**src/verilog/dowt_pkg.sv**
```systemverilog
/*
 * Constants for the digital output waveform timing engine: register
 * offsets, field positions, reset values, encodings and states.
 * Assumes a 32-bit register port with byte addresses on word bounds.
 */
package dowt_pkg;
    // Register byte offsets
    localparam logic [5:0] REG_CTRL = 6'h00; // Mode and polarity setup
    localparam logic [5:0] REG_CLK  = 6'h04; // Update clock routing
    localparam logic [5:0] REG_DIV  = 6'h08; // Timebase divisor
    localparam logic [5:0] REG_DLY  = 6'h0c; // Trigger to first update
    localparam logic [5:0] REG_TRIG = 6'h10; // Start trigger routing
    localparam logic [5:0] REG_CNT  = 6'h14; // Finite sample count
    localparam logic [5:0] REG_EXP  = 6'h18; // Export of timing signals
    localparam logic [5:0] REG_DIR  = 6'h1c; // Line direction, 1 = out
    localparam logic [5:0] REG_DATA = 6'h20; // Sample push / last sample
    localparam logic [5:0] REG_STAT = 6'h24; // Status, write 1 clears underflow
    localparam logic [5:0] REG_CMD  = 6'h28; // Command pulses

    // Control fields
    localparam int CTL_MODE  = 0;  // Two bits: sample mode
    localparam int CTL_RETRG = 2;  // Retriggerable generation
    localparam int CTL_CFALL = 3;  // Update on falling clock edge
    localparam int CTL_TFALL = 4;  // Trigger on falling edge
    localparam int CTL_TRGEN = 5;  // Wait for a start trigger
    localparam int CTL_REGEN = 6;  // Repeat buffer setting
    localparam int CTL_LOCAL = 7;  // Local replay setting
    localparam logic [7:0] CTRL_RST = 8'h40;

    // Sample modes
    localparam logic [1:0] MODE_SW   = 2'h0; // Software timed
    localparam logic [1:0] MODE_FIN  = 2'h1; // Finite
    localparam logic [1:0] MODE_CONT = 2'h2; // Continuous

    // Clock routing fields and source kinds
    localparam int CLK_KIND = 0;  // Two bits
    localparam int CLK_INT  = 2;  // Four bits: internal signal index
    localparam int CLK_LINE = 6;  // Four bits: line as update clock
    localparam int CLK_TB   = 10; // Two bits: timebase select
    localparam int CLK_TBLN = 12; // Four bits: line as timebase
    localparam logic [1:0] KIND_DIV = 2'h0;
    localparam logic [1:0] KIND_INT = 2'h1;
    localparam logic [1:0] KIND_DIO = 2'h2;
    localparam logic [1:0] TB_100M  = 2'h0; // Default after reset
    localparam logic [1:0] TB_20M   = 2'h1;
    localparam logic [1:0] TB_100K  = 2'h2;
    localparam logic [1:0] TB_DIO   = 2'h3;

    // Trigger routing fields and sources
    localparam int TRG_SRC = 0;   // Two bits
    localparam int TRG_IDX = 2;   // Four bits
    localparam logic [1:0] TSRC_HOST = 2'h0;
    localparam logic [1:0] TSRC_DIO  = 2'h1;
    localparam logic [1:0] TSRC_INT  = 2'h2;

    // Export fields
    localparam int EXP_CLN = 0;   // Four bits: clock line
    localparam int EXP_CEN = 4;
    localparam int EXP_TLN = 5;   // Four bits: trigger line
    localparam int EXP_TEN = 9;

    // Status and command bits
    localparam int ST_RUN_B = 0;
    localparam int ST_UFL_B = 1;
    localparam int ST_DONE  = 2;
    localparam int ST_FULL  = 3;
    localparam int ST_EMPTY = 4;
    localparam int ST_LVL   = 8;
    localparam int CMD_STA  = 0;
    localparam int CMD_STO  = 1;
    localparam int CMD_UPD  = 2;

    // Reset values
    localparam logic [15:0] DLY_RST = 16'h0002; // Two timebase ticks
    localparam logic [15:0] DIV_RST = 16'h0002;
    localparam logic [15:0] DIV_MIN = 16'h0002;

    typedef enum logic [1:0] {
        ST_IDLE  = 2'b00,
        ST_ARMED = 2'b01,
        ST_DELAY = 2'b11,
        ST_RUN   = 2'b10
    } dowt_state_t;
endpackage

```
**src/verilog/dowt_engine.sv**
```systemverilog
/*
 * Digital output waveform timing engine: sample FIFO, update clock
 * selection and division, start trigger, delay and line drivers.
 * Assumes timebase enables and internal signals on clk_i, and that the
 * host keeps the FIFO fed in streaming modes.
 */
// Notes on behaviour
// - Each active update edge drives next FIFO sample
// - Active update edge rising or falling, selectable
// - Update edge with empty FIFO flags underflow
// - Update clock selectable from internal signals
// - Any of sixteen lines can clock updates
// - Update clock exportable, inverted, on any line
// - Internal clock unless external; trigger starts engine
// - Start to first update delay, default two ticks
// - Internal clock divides timebase; timebase never exported
// - Timebase: 100 MHz default, 20 MHz, 100 kHz, line
// - Generation starts on trigger or software start
// - Retrigger replays full sample set per trigger
// - Triggers ignored while running; then await new
// - Trigger source and edge selectable
// - Start trigger exportable as high pulse
// - All lines are inputs after reset
// - Software timed: one update per command
// - Finite mode stops after preset count
// - Continuous mode runs until software stops
// - Regeneration: host restreams buffer into FIFO
// - Local replay: FIFO replays, refuses new data
// - Non-regeneration: no repeats, underflow when dry
`timescale 1ns/1ps
module dowt_engine
    import dowt_pkg::*;
#(
    parameter int NLINES = 16, // Digital lines and sample width
    parameter int DEPTH  = 16, // FIFO entries, power of two
    parameter int NINT   = 8,  // Internal clock candidates
    parameter int NTRG   = 8   // Internal trigger candidates
) (
    // Clock and reset
    input  wire logic              clk_i,
    input  wire logic              rst_i,
    // Register port
    input  wire logic [5:0]        addr_i,
    input  wire logic [31:0]       wdata_i,
    input  wire logic              wr_i,
    input  wire logic              rd_i,
    output logic      [31:0]       rdata_o,
    // Timebase enables and internal routing
    input  wire logic              tb_100m_i,
    input  wire logic              tb_20m_i,
    input  wire logic              tb_100k_i,
    input  wire logic [NINT-1:0]   int_clk_i,
    input  wire logic [NTRG-1:0]   int_trg_i,
    // Digital lines
    input  wire logic [NLINES-1:0] dio_i,
    output logic      [NLINES-1:0] dio_o,
    output logic      [NLINES-1:0] dio_oe_n_o
);
    localparam int AW = $clog2(DEPTH);
    localparam int LW = AW + 1;

    // Elaboration check
    initial begin
        if (NLINES > 16 || NINT > 16 || NTRG > 16 || DEPTH < 2 ||
            (1 << AW) != DEPTH)
            $error("dowt_engine: unsupported parameters");
    end

    // Edge detection with polarity, used for clock, trigger, timebase
    function automatic logic edge_det(input logic prev, input logic cur,
                                      input logic fall);
        edge_det = fall ? (prev & ~cur) : (~prev & cur);
    endfunction

    // Configuration registers
    logic [7:0]        ctrl;     // Mode and polarity
    logic [15:0]       clkc;     // Clock routing
    logic [15:0]       divr;     // Divisor
    logic [15:0]       dlyr;     // Delay in timebase ticks
    logic [5:0]        trgc;     // Trigger routing
    logic [31:0]       cntr;     // Finite sample count
    logic [9:0]        expc;     // Exports
    logic [NLINES-1:0] dirr;     // Line directions

    // Engine state
    dowt_state_t       state;
    dowt_state_t       next_state;
    logic [15:0]       dly_cnt;  // Ticks spent in delay
    logic [15:0]       div_cnt;  // Divider phase
    logic              div_lvl;  // Divided clock level
    logic [31:0]       smp_cnt;  // Updates in this run
    logic              clk_prev; // Last update clock level
    logic              trg_prev; // Last trigger level
    logic              tbl_prev; // Last timebase line level
    logic              ufl;      // Sticky underflow
    logic              done;     // Sticky finite completion
    logic              trg_pls;  // Exported trigger pulse
    logic [NLINES-1:0] out_q;    // Driven sample

    // Line synchroniser, three stages
    logic [NLINES-1:0] dio_s1;
    logic [NLINES-1:0] dio_s2;
    logic [NLINES-1:0] dio_s3;
    logic [NLINES-1:0] dio_st;   // Accepted stable level

    // Sample FIFO
    logic [NLINES-1:0] mem [DEPTH];
    logic [AW-1:0]     wr_ptr;
    logic [AW-1:0]     rd_ptr;
    logic [AW-1:0]     rep_off;  // Replay offset from head
    logic [LW-1:0]     level;

    // Register port decode
    wire wr_ctrl = wr_i && addr_i == REG_CTRL;
    wire wr_clk  = wr_i && addr_i == REG_CLK;
    wire wr_div  = wr_i && addr_i == REG_DIV;
    wire wr_dly  = wr_i && addr_i == REG_DLY;
    wire wr_trg  = wr_i && addr_i == REG_TRIG;
    wire wr_cnt  = wr_i && addr_i == REG_CNT;
    wire wr_exp  = wr_i && addr_i == REG_EXP;
    wire wr_dir  = wr_i && addr_i == REG_DIR;
    wire wr_dat  = wr_i && addr_i == REG_DATA;
    wire wr_sta  = wr_i && addr_i == REG_STAT;
    wire wr_cmd  = wr_i && addr_i == REG_CMD;
    wire start_cmd = wr_cmd && wdata_i[CMD_STA];
    wire stop_cmd  = wr_cmd && wdata_i[CMD_STO];
    wire upd_cmd   = wr_cmd && wdata_i[CMD_UPD];

    // Field decode
    wire [1:0] mode    = ctrl[CTL_MODE +: 2];
    wire       replay  = ctrl[CTL_LOCAL];
    wire [1:0] ck_kind = clkc[CLK_KIND +: 2];
    wire [3:0] ck_int  = clkc[CLK_INT +: 4];
    wire [3:0] ck_line = clkc[CLK_LINE +: 4];
    wire [1:0] tb_sel  = clkc[CLK_TB +: 2];
    wire [3:0] tb_line = clkc[CLK_TBLN +: 4];
    wire [1:0] tr_src  = trgc[TRG_SRC +: 2];
    wire [3:0] tr_idx  = trgc[TRG_IDX +: 4];
    wire [15:0] dio_pad = 16'(dio_st);
    wire [15:0] ick_pad = 16'(int_clk_i);
    wire [15:0] itr_pad = 16'(int_trg_i);

    // Timebase select; no path leads it to a line
    wire tbl_lvl = dio_pad[tb_line];
    wire tb_tick = (tb_sel == TB_100M) ? tb_100m_i :
                   (tb_sel == TB_20M)  ? tb_20m_i  :
                   (tb_sel == TB_100K) ? tb_100k_i :
                   edge_det(tbl_prev, tbl_lvl, 1'b0);

    // Update clock source; divided timebase unless routed elsewhere
    wire clk_lvl = (ck_kind == KIND_INT) ? ick_pad[ck_int] :
                   (ck_kind == KIND_DIO) ? dio_pad[ck_line] :
                   div_lvl;
    wire clk_edge = edge_det(clk_prev, clk_lvl,
                             ctrl[CTL_CFALL]);
    wire upd_edge = (state == ST_RUN) && clk_edge;

    // Start trigger source and edge
    wire trg_lvl = (tr_src == TSRC_DIO) ? dio_pad[tr_idx] :
                   itr_pad[tr_idx];
    wire trg_edge = (tr_src == TSRC_HOST) ? start_cmd :
                    edge_det(trg_prev, trg_lvl,
                             ctrl[CTL_TFALL]);
    // Only the armed state listens, so running ignores triggers
    wire trg_acc = (state == ST_ARMED) && trg_edge
                   && !stop_cmd;

    // Software timed update, one per command
    wire sw_upd = upd_cmd && mode == MODE_SW
                  && state == ST_IDLE;

    // FIFO decode
    wire avail   = level != '0;
    wire full    = level == LW'(DEPTH);
    wire rep_run = replay && state == ST_RUN;
    // Local replay takes no data once a generation is under way
    wire push    = wr_dat && !full
                   && !(replay && state != ST_IDLE);
    wire pop_evt = (upd_edge || sw_upd) && avail;
    wire consume = pop_evt && !rep_run;
    wire [AW-1:0] head_idx = rd_ptr + (rep_run ? rep_off : '0);
    wire [NLINES-1:0] head = mem[head_idx];
    wire [AW-1:0] rep_nxt  = rep_off + 1'b1;
    wire fin_last = mode == MODE_FIN && upd_edge
                    && (smp_cnt + 32'h1) >= cntr;
    wire [15:0] eff_div = (divr < DIV_MIN) ? DIV_MIN : divr;

    // Next state of the engine
    always_comb begin
        next_state = state;
        unique case (state)
            ST_IDLE: begin
                if (start_cmd && mode != MODE_SW)
                    next_state = ctrl[CTL_TRGEN] ? ST_ARMED
                                                 : ST_DELAY;
            end
            ST_ARMED: begin
                if (trg_acc)
                    next_state = ST_DELAY;
            end
            ST_DELAY: begin
                if (dly_cnt >= dlyr)
                    next_state = ST_RUN;
            end
            ST_RUN: begin
                if (fin_last)
                    next_state = ctrl[CTL_RETRG] ? ST_ARMED
                                                 : ST_IDLE;
            end
        endcase
        // Continuous runs leave only through this path
        if (stop_cmd)
            next_state = ST_IDLE;
    end

    // Configuration writes
    always_ff @(posedge clk_i) begin
        if (rst_i) begin
            ctrl <= CTRL_RST;
            clkc <= '0;
            divr <= DIV_RST;
            dlyr <= DLY_RST;
            trgc <= '0;
            cntr <= '0;
            expc <= '0;
            dirr <= '0;
        end else begin
            if (wr_ctrl) ctrl <= wdata_i[7:0];
            if (wr_clk)  clkc <= wdata_i[15:0];
            if (wr_div)  divr <= wdata_i[15:0];
            if (wr_dly)  dlyr <= wdata_i[15:0];
            if (wr_trg)  trgc <= wdata_i[5:0];
            if (wr_cnt)  cntr <= wdata_i;
            if (wr_exp)  expc <= wdata_i[9:0];
            if (wr_dir)  dirr <= wdata_i[NLINES-1:0];
        end
    end

    // Line synchroniser; a change counts once stages two and three agree
    always_ff @(posedge clk_i) begin
        if (rst_i) begin
            dio_s1 <= '0;
            dio_s2 <= '0;
            dio_s3 <= '0;
            dio_st <= '0;
        end else begin
            dio_s1 <= dio_i;
            dio_s2 <= dio_s1;
            dio_s3 <= dio_s2;
            for (int i = 0; i < NLINES; i++)
                if (dio_s2[i] == dio_s3[i])
                    dio_st[i] <= dio_s3[i];
        end
    end

    // State, edge history and trigger export
    always_ff @(posedge clk_i) begin
        if (rst_i) begin
            state    <= ST_IDLE;
            clk_prev <= 1'b0;
            trg_prev <= 1'b0;
            tbl_prev <= 1'b0;
            trg_pls  <= 1'b0;
        end else begin
            state    <= next_state;
            clk_prev <= clk_lvl;
            trg_prev <= trg_lvl;
            tbl_prev <= tbl_lvl;
            trg_pls  <= trg_acc;
        end
    end

    // Delay counter, in timebase ticks
    always_ff @(posedge clk_i) begin
        if (rst_i || state != ST_DELAY)
            dly_cnt <= '0;
        else if (tb_tick && dly_cnt != '1)
            dly_cnt <= dly_cnt + 16'h1;
    end

    // Timebase divider; the first pulse follows the delay at once
    always_ff @(posedge clk_i) begin
        if (rst_i) begin
            div_cnt <= '0;
            div_lvl <= 1'b0;
        end else if (state != ST_RUN) begin
            div_cnt <= '0;
            div_lvl <= (state == ST_DELAY) && (next_state == ST_RUN);
        end else if (tb_tick) begin
            div_cnt <= (div_cnt == eff_div - 16'h1) ? '0
                       : div_cnt + 16'h1;
            div_lvl <= div_cnt == eff_div - 16'h1;
        end
    end

    // Sample count per run, cleared during the start delay
    always_ff @(posedge clk_i) begin
        if (rst_i || state == ST_DELAY)
            smp_cnt <= '0;
        else if (upd_edge)
            smp_cnt <= smp_cnt + 32'h1;
    end

    // Sticky flags; a new event wins over a clear in the same cycle
    always_ff @(posedge clk_i) begin
        if (rst_i) begin
            ufl  <= 1'b0;
            done <= 1'b0;
        end else begin
            if ((upd_edge || sw_upd) && !avail)
                ufl <= 1'b1;
            else if (wr_sta && wdata_i[ST_UFL_B])
                ufl <= 1'b0;
            if (fin_last)
                done <= 1'b1;
            else if (start_cmd)
                done <= 1'b0;
        end
    end

    // FIFO storage; host restreaming is ordinary pushes
    always_ff @(posedge clk_i) begin
        if (push)
            mem[wr_ptr] <= wdata_i[NLINES-1:0];
    end

    // FIFO pointers and replay offset
    always_ff @(posedge clk_i) begin
        if (rst_i) begin
            wr_ptr  <= '0;
            rd_ptr  <= '0;
            rep_off <= '0;
            level   <= '0;
        end else begin
            if (push)
                wr_ptr <= wr_ptr + 1'b1;
            if (consume)
                rd_ptr <= rd_ptr + 1'b1;
            level <= level + LW'(push) - LW'(consume);
            if (!rep_run)
                rep_off <= '0;
            else if (pop_evt)
                rep_off <= (LW'(rep_nxt) == level) ? '0
                           : rep_nxt;
        end
    end

    // Output sample; held when no update edge or software update command takes a sample
    always_ff @(posedge clk_i) begin
        if (rst_i)
            out_q <= '0;
        else if (pop_evt)
            out_q <= head;
    end

    // Line drivers; exports override the sample on their line
    always_ff @(posedge clk_i) begin
        if (rst_i) begin
            dio_o      <= '0;
            dio_oe_n_o <= '1;
        end else begin
            for (int i = 0; i < NLINES; i++) begin
                if (expc[EXP_CEN] && expc[EXP_CLN +: 4] == 4'(i)) begin
                    dio_o[i]      <= ~clk_lvl;
                    dio_oe_n_o[i] <= 1'b0;
                end else if (expc[EXP_TEN]
                             && expc[EXP_TLN +: 4] == 4'(i)) begin
                    dio_o[i]      <= trg_pls;
                    dio_oe_n_o[i] <= 1'b0;
                end else begin
                    dio_o[i]      <= out_q[i];
                    dio_oe_n_o[i] <= ~dirr[i];
                end
            end
        end
    end

    // Read data, one cycle after the strobe; unmapped reads give zero
    wire [31:0] stat_w = {{(32-ST_LVL-LW){1'b0}}, level, 3'h0, ~avail,
                          full, done, ufl, state != ST_IDLE};
    wire [31:0] rd_mux =
        (addr_i == REG_CTRL) ? 32'(ctrl) :
        (addr_i == REG_CLK)  ? 32'(clkc) :
        (addr_i == REG_DIV)  ? 32'(divr) :
        (addr_i == REG_DLY)  ? 32'(dlyr) :
        (addr_i == REG_TRIG) ? 32'(trgc) :
        (addr_i == REG_CNT)  ? cntr      :
        (addr_i == REG_EXP)  ? 32'(expc) :
        (addr_i == REG_DIR)  ? 32'(dirr) :
        (addr_i == REG_DATA) ? 32'(out_q) :
        (addr_i == REG_STAT) ? stat_w    : 32'h0;
    always_ff @(posedge clk_i) begin
        if (rst_i)
            rdata_o <= '0;
        else
            rdata_o <= rd_i ? rd_mux : 32'h0;
    end
endmodule // dowt_engine

```
**config.mk**
```make
export PLATFORM = sky130hd
export DESIGN_NAME = dowt_engine
export DESIGN_NICKNAME = d
export VERILOG_FILES = /design/src/verilog/dowt_pkg.sv /design/src/verilog/dowt_engine.sv
export SDC_FILE = /design/constraint.sdc
export NUM_CORES = 1
export LEC_CHECK = 0
export BUFFER_PORTS_ARGS = -buffer_cell sky130_fd_sc_hd__buf_2
export CAP_MARGIN = 0
export CORE_MARGIN = 4
export CORE_UTILIZATION = 55
export CTS_CLUSTER_DIAMETER = 100
export DETAILED_ROUTE_END_ITERATION = 16
export PLACE_DENSITY = 0.79
export SLEW_MARGIN = 5
export SYNTH_ARGS = -nofsm -noshare
export SYNTH_HDL_FRONTEND = slang
export SYNTH_SLANG_ARGS = --single-unit
```
**constraint.sdc**
```tcl
create_clock -name clk_i -period 4.81 [get_ports clk_i]
set_input_delay 0.2405 -clock clk_i [delete_from_list [all_inputs] [get_ports clk_i]]
set_output_delay 0.2405 -clock clk_i [all_outputs]
set_load 0.005 [all_outputs]
```
==> run summary <==
Tot GR Track Use: 0.283
Die W: 227 um
Period Utilization, post-route: 0.811
Fmax: 256 MHz
Worst Setup Path Type: flip-flop to flip-flop
top cell type's share of synthesized area: 0.292
H-tree levels: 2
headroom to the max-slew limit: 0.125
DRC viols: 0
total grt overflow: 0
Clk pin slew, worst setup/hold paths: 70 ps
top post-synthesis cells by area: edfxtp_1 29%, dfxtp_1 27%, mux4_2 6.8%
TritonCTS clock tree: yes
number of antenna violations at the first check in global routing: 2
final antenna-violating net count: 0
clock tree root driver cell: clkbuf_16
vias in the first global route: 19,700
Final Power: 10.5 mW
via total after detailed routing: 19,700
WL final: 73.2 mm
HP Start: rd_i
clock sink total: 610
Place WS: 983 ps
setup TNS: 0 ps
WL per Instance: 22.9 um
Max Cap Viol: 0
buffers and inverters on the worst path: 0
Syn Inst Count: 2,383
largest net degree at the start of global routing: 139
DIE AREA: 51,400 um^2
Worst Skew: 22.4 ps
placer congestion estimate: 0.960
Site Rows: 79
first-pass GRT wire length: 112 mm
Seq/Total Area, Yosys: 0.561
met2 routed WL: 34.5 mm
top-count cell post-synth: dfxtp_1
reg2reg start: divr[7]$_SDFFE_PP0P_
Top FF cell, synth: dfxtp_1
initial core utilization: 0.561
Tightest Pin Transition: 1310 ps
setup ws final: 910 ps
Worst-Skew Late Latency: 620 ps
final core utilization: 0.641
Yosys warning count: 0
post-DP HPWL: 48.4 mm
post-route minimum period: 3900 ps
post-synthesis cell type count: 72
cts bufs inserted: 60
CP cell instances: nor4_2 -> nand4_1 -> o21ai_1 -> ha_1 -> nand3_1 -> or4_1 -> a22oi_2 -> o2111ai_1 -> a2111oi_2 -> or3_1 -> nor2_1
fraction of layout instances using a drive strength above 1: 0.152
RSZ-0062 raised after global routing: no
Worst EP arrival: 4390 ps
Worst path top cell family by delay: simple AND/OR/NAND/NOR gates
startpoint types: flip-flop
syn avg cell area: 11.0 um^2
leakage: 10.6 nW
largest fanout on the critical path: 16
Clock Tree Buf Depth: 3
Async SR Flop Fraction: 0
Final Max Slew Viols: 0
vias per cell: 6.17
Syn-to-layout area delta: 14.3%
area leader, netlist: edfxtp_1
I/O pins: 141
Synth Cell Area: 26,300 um^2
crit path launch: divr[7]$_SDFFE_PP0P_
worst vdd ir: 254 uV
Synth Register Bits: 610
EDFF count, synth: 256
Hold Path Class: input pin to flip-flop
DIE HEIGHT: 227 um
core area: 47,000 um^2
slowest cell on the critical path: or4_1
number of port buffers: 140
Nets: 2,681
Critical Path RT: 5290 ps
final hold vios: 0
drt pass-1 iters: 7
worst stage delay on the critical path: 560 ps
critical path endpoint category: flip-flop
pwr/cell area: 349 nW/um^2
final setup vio count: 0
Post-CTS Setup Inserts: 0
outcome: completed
Layout fillers: 3,415
wl on met1: 27.9 mm
syn nets: 2,529
initial DRC count: 2,570
commonest cells in the synthesized netlist: 354 x dfxtp_1, 339 x nand2_1, 256 x edfxtp_1
metal3 WL: 7.39 mm
top sig layer: met4
-- state kept, by name (all words and copies together), names as in the netlist, 5 cells and up --
signal / flops
dlyr: 16
rdata_o: 32
dio_o: 16
expc: 10
level: 5
out_q: 16
dio_s1: 16
dio_pad: 16
div_cnt: 16
trgc: 6
dio_oe_n_o: 16
smp_cnt: 32
clkc: 16
dly_cnt: 16
mem: 256
cntr: 32
divr: 16
dio_s3: 16
ctrl: 8
dirr: 16
dio_s2: 16
-- final timing paths --
kind / endpoint / slack, ps / depth (start not counted)
worst min register to register: dio_s2[15]$_SDFF_PP0_ / 440 / 1
worst max-delay path: div_cnt[4]$_SDFFE_PP0P_ / 910 / 11
worst max register to register: div_cnt[4]$_SDFFE_PP0P_ / 910 / 11
worst min-delay path: rdata_o[2]$_SDFF_PP0_ / 80 / 3
-- routing by layer --
metal / track usage / vias up
li1: - / 8878
met1: 0.371 / 9523
met2: 0.460 / 1078
met3: 0.0579 / 228
met4: 0.119 / 0
met5: 0 / -
-- cells by family after synthesis --
| group | after synthesis | share of synthesized area |
|---|---|---|
| xor+xnor | 119 | 0.0396 |
| flops | 610 | 0.561 |
| mux | 119 | 0.0833 |
| buf+inv | 201 | 0.0307 |
| compound gates | 438 | 0.105 |
| fa+ha+maj | 69 | 0.0334 |
| simple gates | 827 | 0.147 |
-- cell type report --
class	count	area (um^2)	share of cell area
sequential	610	14800	0.491
multi-input combinational	1572	10800	0.360
clock buffer	91	1780	0.0592
timing repair buffer	221	1410	0.0468
tap	607	759	0.0252
inverter	70	263	0.00873
clock inverter	22	256	0.00853
antenna	3	7.51	0.000250
-- placed cells by master (no fill, tap or decap), drive strengths merged, types with 5 or more instances in the layout --
| master | netlist | final |
|---|---|---|
| and3 | 20 | 20 |
| ha | 67 | 67 |
| nand4 | 20 | 20 |
| a211oi | 53 | 53 |
| mux4 | 80 | 80 |
| a222oi | 10 | 10 |
| bufinv | 0 | 5 |
| nor2b | 92 | 92 |
| nand2 | 339 | 339 |
| mux2i | 37 | 37 |
| o21ai | 57 | 57 |
| clkbuf | 109 | 91 |
| dfxtp | 354 | 354 |
| a221oi | 13 | 13 |
| dlygate4sd3 | 0 | 32 |
| nand3b | 10 | 10 |
| edfxtp | 256 | 256 |
| nor2 | 165 | 165 |
| a21o | 19 | 19 |
| a211o | 17 | 17 |
| xor2 | 60 | 60 |
| nor4 | 10 | 10 |
| inv | 68 | 72 |
| nand2b | 15 | 15 |
| clkinv | 2 | 13 |
| nand3 | 54 | 54 |
| buf | 22 | 189 |
| a31oi | 11 | 11 |
| o31ai | 17 | 17 |
| xnor2 | 59 | 59 |
| nor3b | 5 | 5 |
| nor3 | 45 | 45 |
| and2 | 10 | 10 |
| a22oi | 25 | 25 |
| a21oi | 189 | 189 |
| or3 | 22 | 22 |
-- worst min-delay path, delay by kind of cell --
kind                   cells  cell delay [ps]
and+or+nand+nor            2              270
buffers and inverters      1              130
-- per-stage QoR --
| stage | std cells | area (um^2) | hold WS [ps] |
|---|---|---|---|
| global placement | 3048 | 27700 | 418 |
| global route | 3193 | 30100 | 61.9 |
| detailed placement | 3048 | 27700 | 423 |
| floorplan | 2383 | 26300 | 339 |
| finish | 3196 | 30100 | 76.5 |
| CTS | 3193 | 30100 | 51.4 |
-- timing repair --
action | CTS | global route
hold buffers | 32 | 0
gates resized for setup | 0 | 0
endpoints found under the hold margin | 32 | 0
endpoints found under the setup margin | 0 | 0
-- power by group --
group | switching, mW | total, mW | internal, mW
registers | 0.0194 | 5.43 | 5.41
logic | 0.188 | 0.270 | 0.0817
clock network | 1.98 | 4.80 | 2.82
total | 2.19 | 10.5 | 8.31
Note: power is estimated with default switching activity, not from simulation.
